--- src/shared/slbc_pkg.sv ---
package slbc_pkg;
	// clock rate
	localparam int unsigned CLK_HZ            = 10_000_000;
	localparam int unsigned CLK_NS            = 100;
	// printed times
	localparam int unsigned SELF_TEST_MS      = 80;
	localparam int unsigned LIT_HOLD_S        = 20;
	localparam int unsigned SOFT_START_MS     = 9;
	localparam int unsigned SHORT_DELAY_US    = 500;
	localparam int unsigned BLANK_NS          = 600;
	localparam int unsigned OFF_MIN_US        = 3;
	localparam int unsigned OFF_MAX_US        = 35;
	localparam int unsigned ON_MIN_US         = 1;
	// derived cycle counts (least times round up, longest round down)
	localparam int unsigned SELF_TEST_CYC     = SELF_TEST_MS * (CLK_HZ / 1000);
	localparam int unsigned LIT_HOLD_CYC      = LIT_HOLD_S * CLK_HZ;
	localparam int unsigned SOFT_START_CYC    = SOFT_START_MS * (CLK_HZ / 1000);
	localparam int unsigned SHORT_DELAY_CYC   = SHORT_DELAY_US * (CLK_HZ / 1_000_000);
	localparam int unsigned BLANK_CYC         = (BLANK_NS + CLK_NS - 1) / CLK_NS;
	localparam int unsigned OFF_MIN_CYC       = OFF_MIN_US * (CLK_HZ / 1_000_000);
	localparam int unsigned OFF_MAX_CYC       = OFF_MAX_US * (CLK_HZ / 1_000_000);
	localparam int unsigned ON_MIN_CYC        = ON_MIN_US * (CLK_HZ / 1_000_000);
	// counter widths
	localparam int unsigned LONG_W            = 28;
	localparam int unsigned SW_W              = 10;
	localparam int unsigned RAMP_W            = 8;
	localparam int unsigned DERATE_W          = 4;
	// soft start: extra off-time added at the start of the ramp, in cycles
	localparam logic [RAMP_W-1:0] RAMP_START  = 8'hFF;
	// thermal derating: cycles between steps of the off-time trim
	localparam int unsigned DERATE_STEP_CYC   = 10_000;
	localparam logic [DERATE_W-1:0] DERATE_MAX = 4'hF;

	typedef enum logic [2:0] {
		SLBC_OFF,
		SLBC_SELFTEST,
		SLBC_STANDBY,
		SLBC_LIT,
		SLBC_RESTART,
		SLBC_LOCKED
	} slbc_mode_e;

	typedef enum logic [1:0] {
		SLBC_SW_IDLE,
		SLBC_SW_ON,
		SLBC_SW_OFF
	} slbc_sw_e;
endpackage

--- src/slbc_switch.sv ---
// hysteretic peak/valley switch timing with blanking and on/off limits
module slbc_switch (
	// clock and reset
	input  wire logic                           clk,
	input  wire logic                           rst_n,
	input  wire logic                           clkEn,
	// control
	input  wire logic                           run,
	input  wire logic [slbc_pkg::RAMP_W-1:0]    extraOff,
	input  wire logic [slbc_pkg::DERATE_W-1:0]  peakTrim,
	// synchronised comparators
	input  wire logic                           peakHit,
	input  wire logic                           valleyHit,
	// gate drive
	output logic                                gateOn
);
	slbc_pkg::slbc_sw_e           state_r;
	logic [slbc_pkg::SW_W-1:0]    cnt_r;
	logic                         blanked;
	logic                         offDone;

	// comparators are ignored right after turn-on
	assign blanked = (cnt_r < slbc_pkg::SW_W'(slbc_pkg::BLANK_CYC));
	// the soft start and derating stretch the minimum off time; a bounded cap keeps the valley timeout valid
	assign offDone = (cnt_r >= slbc_pkg::SW_W'(slbc_pkg::OFF_MIN_CYC) + slbc_pkg::SW_W'(extraOff)
		+ slbc_pkg::SW_W'(peakTrim)) && valleyHit;

	// switch sequencer
	always_ff @(posedge clk or negedge rst_n)
	begin
		if (!rst_n)
		begin
			state_r <= slbc_pkg::SLBC_SW_IDLE;
			cnt_r   <= '0;
			gateOn  <= 1'b0;
		end
		else if (clkEn)
		begin
			if (!run)
			begin
				state_r <= slbc_pkg::SLBC_SW_IDLE;
				cnt_r   <= '0;
				gateOn  <= 1'b0;
			end
			else
			begin
				case (state_r)
					slbc_pkg::SLBC_SW_IDLE:
					begin
						// a fresh start or a quick mode change still honours the minimum off time
						if (cnt_r >= slbc_pkg::SW_W'(slbc_pkg::OFF_MIN_CYC))
						begin
							state_r <= slbc_pkg::SLBC_SW_ON;
							cnt_r   <= '0;
							gateOn  <= 1'b1;
						end
						else
							cnt_r <= cnt_r + 1'b1;
					end
					slbc_pkg::SLBC_SW_ON:
					begin
						// peak only counts after blanking and the minimum on time
						if (!blanked && cnt_r >= slbc_pkg::SW_W'(slbc_pkg::ON_MIN_CYC) && peakHit)
						begin
							state_r <= slbc_pkg::SLBC_SW_OFF;
							cnt_r   <= '0;
							gateOn  <= 1'b0;
						end
						else
							cnt_r <= cnt_r + 1'b1;
					end
					slbc_pkg::SLBC_SW_OFF:
					begin
						if (offDone || cnt_r >= slbc_pkg::SW_W'(slbc_pkg::OFF_MAX_CYC - 1))
						begin
							state_r <= slbc_pkg::SLBC_SW_ON;
							cnt_r   <= '0;
							gateOn  <= 1'b1;
						end
						else
							cnt_r <= cnt_r + 1'b1;
					end
					default:
					begin
						state_r <= slbc_pkg::SLBC_SW_IDLE;
						gateOn  <= 1'b0;
					end
				endcase
			end
		end
	end
endmodule // slbc_switch

--- src/slbc_control.sv ---
// Summary of operation
// - supply reaching start level starts the device in self-test
// - supply below stop level locks out everything until start level returns
// - soft start ramps switching frequency up from minimum over 9 ms
// - self-test lasts 80 ms with the LEDs on
// - after self-test LEDs go off and standby watches sound and light
// - bright light (below low level) disables sound detection
// - dark light (above high level) enables sound detection
// - enabled sound trigger lights LEDs for 20 s then returns to standby
// - sound input held high makes the light input alone govern the LEDs
// - current-sense results ignored for 600 ns after each turn-on
// - over-temperature lowers output current gradually, no abrupt shutdown
// - open current-sense turns switch off, auto-restart when fault clears
// - short circuit lasting 500 us turns switch off and latches locked mode
// - locked mode leaves only through lockout and a fresh start
// - switch on, off at peak, back on at valley
// - switch off at least 3 us each cycle
// - off time reaching 35 us forces the next turn-on
// - switch on at least 1 us before peak may turn it off
module slbc_control #(
	parameter int unsigned SELF_TEST_CYC   = slbc_pkg::SELF_TEST_CYC,
	parameter int unsigned LIT_HOLD_CYC    = slbc_pkg::LIT_HOLD_CYC,
	parameter int unsigned SOFT_START_CYC  = slbc_pkg::SOFT_START_CYC,
	parameter int unsigned DERATE_STEP_CYC = slbc_pkg::DERATE_STEP_CYC
) (
	// clock and reset
	input  wire logic  clk,
	input  wire logic  rst_n,
	input  wire logic  clkEn,
	// supply comparators
	input  wire logic  supplyAboveStart,
	input  wire logic  supplyBelowStop,
	// sensing comparators
	input  wire logic  lightAboveHigh,
	input  wire logic  lightBelowLow,
	input  wire logic  soundAboveTrigger,
	// current-sense and protection comparators
	input  wire logic  peakHit,
	input  wire logic  valleyHit,
	input  wire logic  senseOpen,
	input  wire logic  outputShort,
	input  wire logic  overTemp,
	// outputs
	output logic       gateOn,
	output logic       ledsOn,
	output logic       locked,
	output logic       derating
);
	localparam int unsigned NIN = 10;

	logic [NIN-1:0]                syncA_r;
	logic [NIN-1:0]                syncB_r;
	logic [NIN-1:0]                rawIn;
	logic                          sAbove, sBelow, lHigh, lLow, snd, pk, vl, sOpen, sShort, hot;
	slbc_pkg::slbc_mode_e          mode_r;
	logic [slbc_pkg::LONG_W-1:0]   timer_r;
	logic [slbc_pkg::LONG_W-1:0]   ssCnt_r;
	logic [slbc_pkg::LONG_W-1:0]   shortCnt_r;
	logic [slbc_pkg::LONG_W-1:0]   derCnt_r;
	logic [slbc_pkg::RAMP_W-1:0]   extraOff_r;
	logic [slbc_pkg::DERATE_W-1:0] trim_r;
	logic                          soundEn_r;
	logic                          run;
	logic                          swGate;

	// pins cross in from the analog side through two flops each
	assign rawIn = {overTemp, outputShort, senseOpen, valleyHit, peakHit,
		soundAboveTrigger, lightBelowLow, lightAboveHigh, supplyBelowStop, supplyAboveStart};

	genvar gi;
	generate
		for (gi = 0; gi < NIN; gi++)
		begin : g_sync
			always_ff @(posedge clk or negedge rst_n)
			begin
				if (!rst_n)
				begin
					syncA_r[gi] <= 1'b0;
					syncB_r[gi] <= 1'b0;
				end
				else if (clkEn)
				begin
					syncA_r[gi] <= rawIn[gi];
					syncB_r[gi] <= syncA_r[gi];
				end
			end
		end
	endgenerate

	assign {hot, sShort, sOpen, vl, pk, snd, lLow, lHigh, sBelow, sAbove} = syncB_r;

	// true while a timed mode has run its course
	function automatic logic expired(input logic [slbc_pkg::LONG_W-1:0] t, input int unsigned lim);
		expired = (t >= slbc_pkg::LONG_W'(lim - 1));
	endfunction

	// operating mode sequencer
	always_ff @(posedge clk or negedge rst_n)
	begin
		if (!rst_n)
		begin
			mode_r  <= slbc_pkg::SLBC_OFF;
			timer_r <= '0;
		end
		else if (clkEn)
		begin
			timer_r <= timer_r + 1'b1;
			if (sBelow && mode_r != slbc_pkg::SLBC_OFF)
			begin
				mode_r  <= slbc_pkg::SLBC_OFF;
				timer_r <= '0;
			end
			else
			begin
				case (mode_r)
					slbc_pkg::SLBC_OFF:
					begin
						timer_r <= '0;
						if (sAbove)
							mode_r <= slbc_pkg::SLBC_SELFTEST;
					end
					slbc_pkg::SLBC_SELFTEST:
						if (expired(timer_r, SELF_TEST_CYC))
						begin
							mode_r  <= slbc_pkg::SLBC_STANDBY;
							timer_r <= '0;
						end
					slbc_pkg::SLBC_STANDBY:
					begin
						timer_r <= '0;
						// a permanently high sound input fires as soon as darkness enables detection
						if (soundEn_r && snd)
							mode_r <= slbc_pkg::SLBC_LIT;
					end
					slbc_pkg::SLBC_LIT:
						if (expired(timer_r, LIT_HOLD_CYC))
						begin
							mode_r  <= slbc_pkg::SLBC_STANDBY;
							timer_r <= '0;
						end
					slbc_pkg::SLBC_RESTART:
					begin
						timer_r <= '0;
						if (!sOpen)
							mode_r <= slbc_pkg::SLBC_SELFTEST;
					end
					slbc_pkg::SLBC_LOCKED:
						timer_r <= '0;
					default:
						mode_r <= slbc_pkg::SLBC_OFF;
				endcase
				// protection overrides the lit modes
				if (mode_r == slbc_pkg::SLBC_SELFTEST || mode_r == slbc_pkg::SLBC_LIT)
				begin
					if (expired(shortCnt_r, slbc_pkg::SHORT_DELAY_CYC))
						mode_r <= slbc_pkg::SLBC_LOCKED;
					else if (sOpen)
						mode_r <= slbc_pkg::SLBC_RESTART;
				end
			end
		end
	end

	// sound detection enable with hysteresis on the light input
	always_ff @(posedge clk or negedge rst_n)
	begin
		if (!rst_n)
			soundEn_r <= 1'b0;
		else if (clkEn)
		begin
			if (lLow)
				soundEn_r <= 1'b0;
			else if (lHigh)
				soundEn_r <= 1'b1;
			// otherwise hold
		end
	end

	assign run = (mode_r == slbc_pkg::SLBC_SELFTEST || mode_r == slbc_pkg::SLBC_LIT);

	// short-circuit persistence counter, cleared as soon as the short goes away
	always_ff @(posedge clk or negedge rst_n)
	begin
		if (!rst_n)
			shortCnt_r <= '0;
		else if (clkEn)
		begin
			if (run && sShort)
				shortCnt_r <= shortCnt_r + 1'b1;
			else
				shortCnt_r <= '0;
		end
	end

	// soft start: extra off time shrinks linearly, so frequency rises from its minimum
	always_ff @(posedge clk or negedge rst_n)
	begin
		if (!rst_n)
		begin
			ssCnt_r    <= '0;
			extraOff_r <= slbc_pkg::RAMP_START;
		end
		else if (clkEn)
		begin
			if (!run)
			begin
				ssCnt_r    <= '0;
				extraOff_r <= slbc_pkg::RAMP_START;
			end
			else if (extraOff_r != '0)
			begin
				// one step per ramp slice, spread over the whole soft start
				if (expired(ssCnt_r, SOFT_START_CYC >> slbc_pkg::RAMP_W))
				begin
					ssCnt_r    <= '0;
					extraOff_r <= extraOff_r - 1'b1;
				end
				else
					ssCnt_r <= ssCnt_r + 1'b1;
			end
		end
	end

	// thermal derating: stretch off time stepwise while hot, relax when cool
	always_ff @(posedge clk or negedge rst_n)
	begin
		if (!rst_n)
		begin
			derCnt_r <= '0;
			trim_r   <= '0;
		end
		else if (clkEn)
		begin
			if (expired(derCnt_r, DERATE_STEP_CYC))
			begin
				derCnt_r <= '0;
				if (hot && trim_r != slbc_pkg::DERATE_MAX)
					trim_r <= trim_r + 1'b1;
				else if (!hot && trim_r != '0)
					trim_r <= trim_r - 1'b1;
			end
			else
				derCnt_r <= derCnt_r + 1'b1;
		end
	end

	slbc_switch u_switch (
		.clk       (clk),
		.rst_n     (rst_n),
		.clkEn     (clkEn),
		.run       (run),
		.extraOff  (extraOff_r),
		.peakTrim  (trim_r),
		.peakHit   (pk),
		.valleyHit (vl),
		.gateOn    (swGate)
	);

	// registered outputs; gate is re-timed and killed at once when leaving a running mode
	always_ff @(posedge clk or negedge rst_n)
	begin
		if (!rst_n)
		begin
			gateOn   <= 1'b0;
			ledsOn   <= 1'b0;
			locked   <= 1'b0;
			derating <= 1'b0;
		end
		else if (clkEn)
		begin
			gateOn   <= swGate && run;
			ledsOn   <= run;
			locked   <= (mode_r == slbc_pkg::SLBC_LOCKED);
			derating <= (trim_r != '0);
		end
	end
endmodule // slbc_control

--- config.mk ---
export PLATFORM = sky130hd
export DESIGN_NAME = slbc_control
export DESIGN_NICKNAME = d
export VERILOG_FILES = /design/src/shared/slbc_pkg.sv /design/src/slbc_switch.sv /design/src/slbc_control.sv
export SDC_FILE = /design/constraint.sdc
export NUM_CORES = 1
export LEC_CHECK = 0
export CORE_MARGIN = 2
export CORE_UTILIZATION = 54
export CTS_BUF_LIST = sky130_fd_sc_hd__clkbuf_16
export DETAILED_ROUTE_END_ITERATION = 8
export DONT_BUFFER_PORTS = 1
export GPL_TIMING_DRIVEN = 0
export PLACE_DENSITY = 0.69
export SLEW_MARGIN = 15
export SYNTH_ARGS = -nofsm -noshare
export SYNTH_HDL_FRONTEND = slang
export SYNTH_SLANG_ARGS = --single-unit
--- constraint.sdc ---
create_clock -name clk -period 6.65 [get_ports clk]
set_input_delay 1.6625 -clock clk [delete_from_list [all_inputs] [get_ports clk]]
set_output_delay 1.6625 -clock clk [all_outputs]
set_load 0.1 [all_outputs]
==> flow_metrics.py <==
metrics = {
    "sta": {
        "finalSetupViolCount": 0,
        "relSlewSlack_pct": 38.3,
        "rsz0062_at_grt": "no",
        "finalSetupTns_ns": 0,
        "min_period_ns": 4.51,
        "slew_violations": 0,
        "final_hold_viol_count": 0,
        "fmaxAchievable_ghz": 0.222,
        "finalCritPeriodShare_pct": 67.8,
        "worst_pin_slew_ns": 0.926,
        "skew_ns": 0.0128,
    },
    "grt": {
        "gr-usage-met1_pct": 32.8,
        "grt_use_total_pct": 23.0,
        "antenna_found_initial": 0,
        "busiest_layer": "met2",
        "grt_max_degree": 166,
        "grt_pass1_wl_um": 33200,
        "grt-ovfl-total": 0,
        "met3_usage_pct": 4.57,
        "grt_pass1_vias": 6738,
        "met2_usage_pct": 36.5,
    },
    "route": {
        "firstDrtPassIters": 5,
        "drt_wl_total_um": 19500,
        "routed_via_density": 5.89,
        "drtIter0Drc": 560,
        "drt-wirelength-per-cell_um": 16.0,
        "ant_nets": 0,
        "vias": 7205,
        "drcViolationCount": 0,
    },
    "final_layout": {
        "nets": 1037,
        "multiInputGateArea_mm2": 0.00458,
        "nFillCells": 1440,
        "syn_to_final_growth_pct": 9.21,
        "drive_above_1_share_pct": 8.87,
        "stdcell_area_mm2": 0.00987,
        "fin_util_pct": 59.9,
        "diodes": 0,
        "area.sequential_mm2": 0.00414,
    },
    "clocking": {
        "cts_root_buffer": "clkbuf_16",
        "post_cts_buffers": 0,
        "cts_made_buffers": 17,
        "path_clk_slew_ns": 0.07,
        "cts_resized": 0,
        "h-tree-depth": 4,
        "cts_sinks": 165,
        "clkLatencyLatePin_ns": 0.43,
        "cts_tree": "built",
        "holdBufCountCts": 0,
        "clk_path_buf_depth": 2,
    },
    "worst_setup_path": {
        "crit_required_ns": 7.00,
        "startpoint_type": "register",
        "arrival_ns": 4.86,
        "max_stage_delay_ns": 0.54,
        "path_cells": "inv_1 > ha_1 > inv_1 > ha_1 > a21o_1 > a21oi_1 > o21ai_0 > a21oi_1 > a21boi_0 > xnor2_1 > ha_1 > nand4_1 > a31oi_1 > or4b_1 > a41oi_1 > o211a_2 > buf_4 > nand2_1 > mux2i_1",
        "critPathKind": "register to register",
        "cp_common_cell": "ha_1",
        "worstPathMaxFanout": 10,
        "cp_slowest_cell": "dfstp_2",
        "worstSetupEndpointType": "register",
    },
    "placement": {
        "port_buffers": 0,
        "place_congestion": 0.872,
        "hpwl_um": 13200,
        "place_area_mm2": 0.00931,
    },
    "logic_synthesis": {
        "synthTopCellsByCount": "dfrtp_1, nor2_1, nand2_1",
        "syn_inst": 971,
        "synth_edf_count": 0,
        "syn_nets": 1018,
        "netlist.area_leader.share_pct": 43.5,
        "synth_ff_type": "dfrtp_1",
        "synth_cell_types": 68,
        "synth-seq-cells": 165,
        "synth_seq_area_share_pct": 45.8,
        "synth.area.top_cells": "dfrtp_1, ha_1, nor2_1, nand3_1, a21oi_1",
        "synth_top_area_cell": "dfrtp_1",
        "synth_area_mm2": 0.00904,
        "ys.warnings.count": 0,
        "avgSynthCellArea_um2": 9.31,
        "synth.most_common_cell": "dfrtp_1",
        "synth_async_sr_flop_share_pct": 100,
    },
    "die": {
        "core_mm2": 0.0165,
        "die-area_mm2": 0.0178,
        "start_util_pct": 54.9,
        "die_h_um": 133,
        "die_w_um": 133,
        "num_io_pins": 17,
        "rows": 47,
    },
    "flow_run": {
        "cap_violations": 0,
    },
    "outcome": {
        "status": "finished, final reports clean",
    },
    "pwr": {
        "p_leak_nw": 4.41,
        "peakVddDrop_mv": 0.165,
        "p_per_area_mw_per_mm2": 260,
    },
    "hold_path": {
        "min_path_type": "register to register",
    },
}
==> cells by family (layout without fill, tap and decap cells) <==
family	after synthesis	count (layout)	share of synthesized area (%)
buf+inv	77	109	3.53
fa+ha+maj	34	34	4.87
other cells	1	1	0.0415
flops	165	165	45.8
simple gates	396	396	21.9
compound gates	233	233	16.9
mux	27	27	3.28
xor+xnor	38	38	3.68
==> cells in the final DEF, fill, tap and decap left out, types with 8 or more instances in the layout <==
cell and count:
nor3_1 20, dfstp_2 8, xor2_1 20, o21ai_0 54, dfrtp_1 157, nor2b_1 10
o31ai_1 10, xnor2_1 18, nor4_1 14, nand2_1 81, a31oi_1 25, a21o_1 13
nand4_1 23, or3_1 8, nand2b_1 13, clkbuf_16 17, mux2_2 21, a21oi_1 62
nor2_1 101, clkbuf_1 29, inv_1 38, and3_1 32, nand3_1 64, ha_1 32
==> worst max-delay path, delay by kind of cell, from the launching register on <==
| family | cells | cell delay [ns] |
|---|---|---|
| compound gates | 8 | 1.53 |
| simple gates | 3 | 0.67 |
| xor+xnor | 1 | 0.24 |
| buf+inv | 3 | 0.39 |
| flops | 1 | 0.54 |
| mux | 1 | 0.12 |
| fa+ha+maj | 3 | 0.92 |
==> per-stage QoR <==
stage	power, mW	setup slack, ns	hold WS [ns]	instances
after floorplan	1.51	2.68	0.414	971
after global placement	1.64	2.22	0.428	1191
after detailed placement	1.64	2.17	0.437	1191
after CTS	2.58	2.13	0.446	1223
after global routing	2.69	1.80	0.475	1223
final	2.56	2.14	0.448	1223
==> state kept, by name, summed over array words and instances (netlist names), 2 cells and up <==
signal and count:
ssCnt_r 28, extraOff_r 8, timer_r 28, shortCnt_r 28, trim_r 4, u_switch.cnt_r 10, u_switch.state_r 2, syncA_r 10
derCnt_r 28, mode_r 3
==> path summary, 6_finish.rpt <==
| check | start | cells after the start | slack, ns | endpoint |
|---|---|---|---|---|
| worst max-delay path | extraOff_r[1] | 19 | 2.14 | u_switch.cnt_r[2] |
| worst min-delay path | lLow | 1 | 0.45 | soundEn_r |
| worst max register to register | extraOff_r[1] | 19 | 2.14 | u_switch.cnt_r[2] |
| worst min register to register | lLow | 1 | 0.45 | soundEn_r |
| max in group asynchronous | rst_n | 0 | 5.41 | extraOff_r[6] |
| min in group asynchronous | rst_n | 0 | 0.92 | shortCnt_r[18] |
==> per-layer routing <==
metal	up-vias	routed length, µm
li1	3558	-
met1	3530	9580
met2	96	9140
met3	21	579
met4	0	236
met5	-	0
==> power breakdown <==
group | switching, mW | internal, mW | total [mW]
Clock | 0.416 | 0.516 | 0.932
Sequential | 0.108 | 1.07 | 1.18
Combinational | 0.290 | 0.160 | 0.450
Total | 0.814 | 1.75 | 2.56
==> final cells by class <==
cell class              count  share of cell area (%)
clock inverters            15                    1.33
clock buffers              17                    4.31
well taps                 220                    2.79
flip-flops and latches    165                    41.9
multi-input cells         729                    46.4
plain buffers              40                    1.83
inverters                  37                    1.41
No activity file was read; power rests on OpenSTA's default activity.
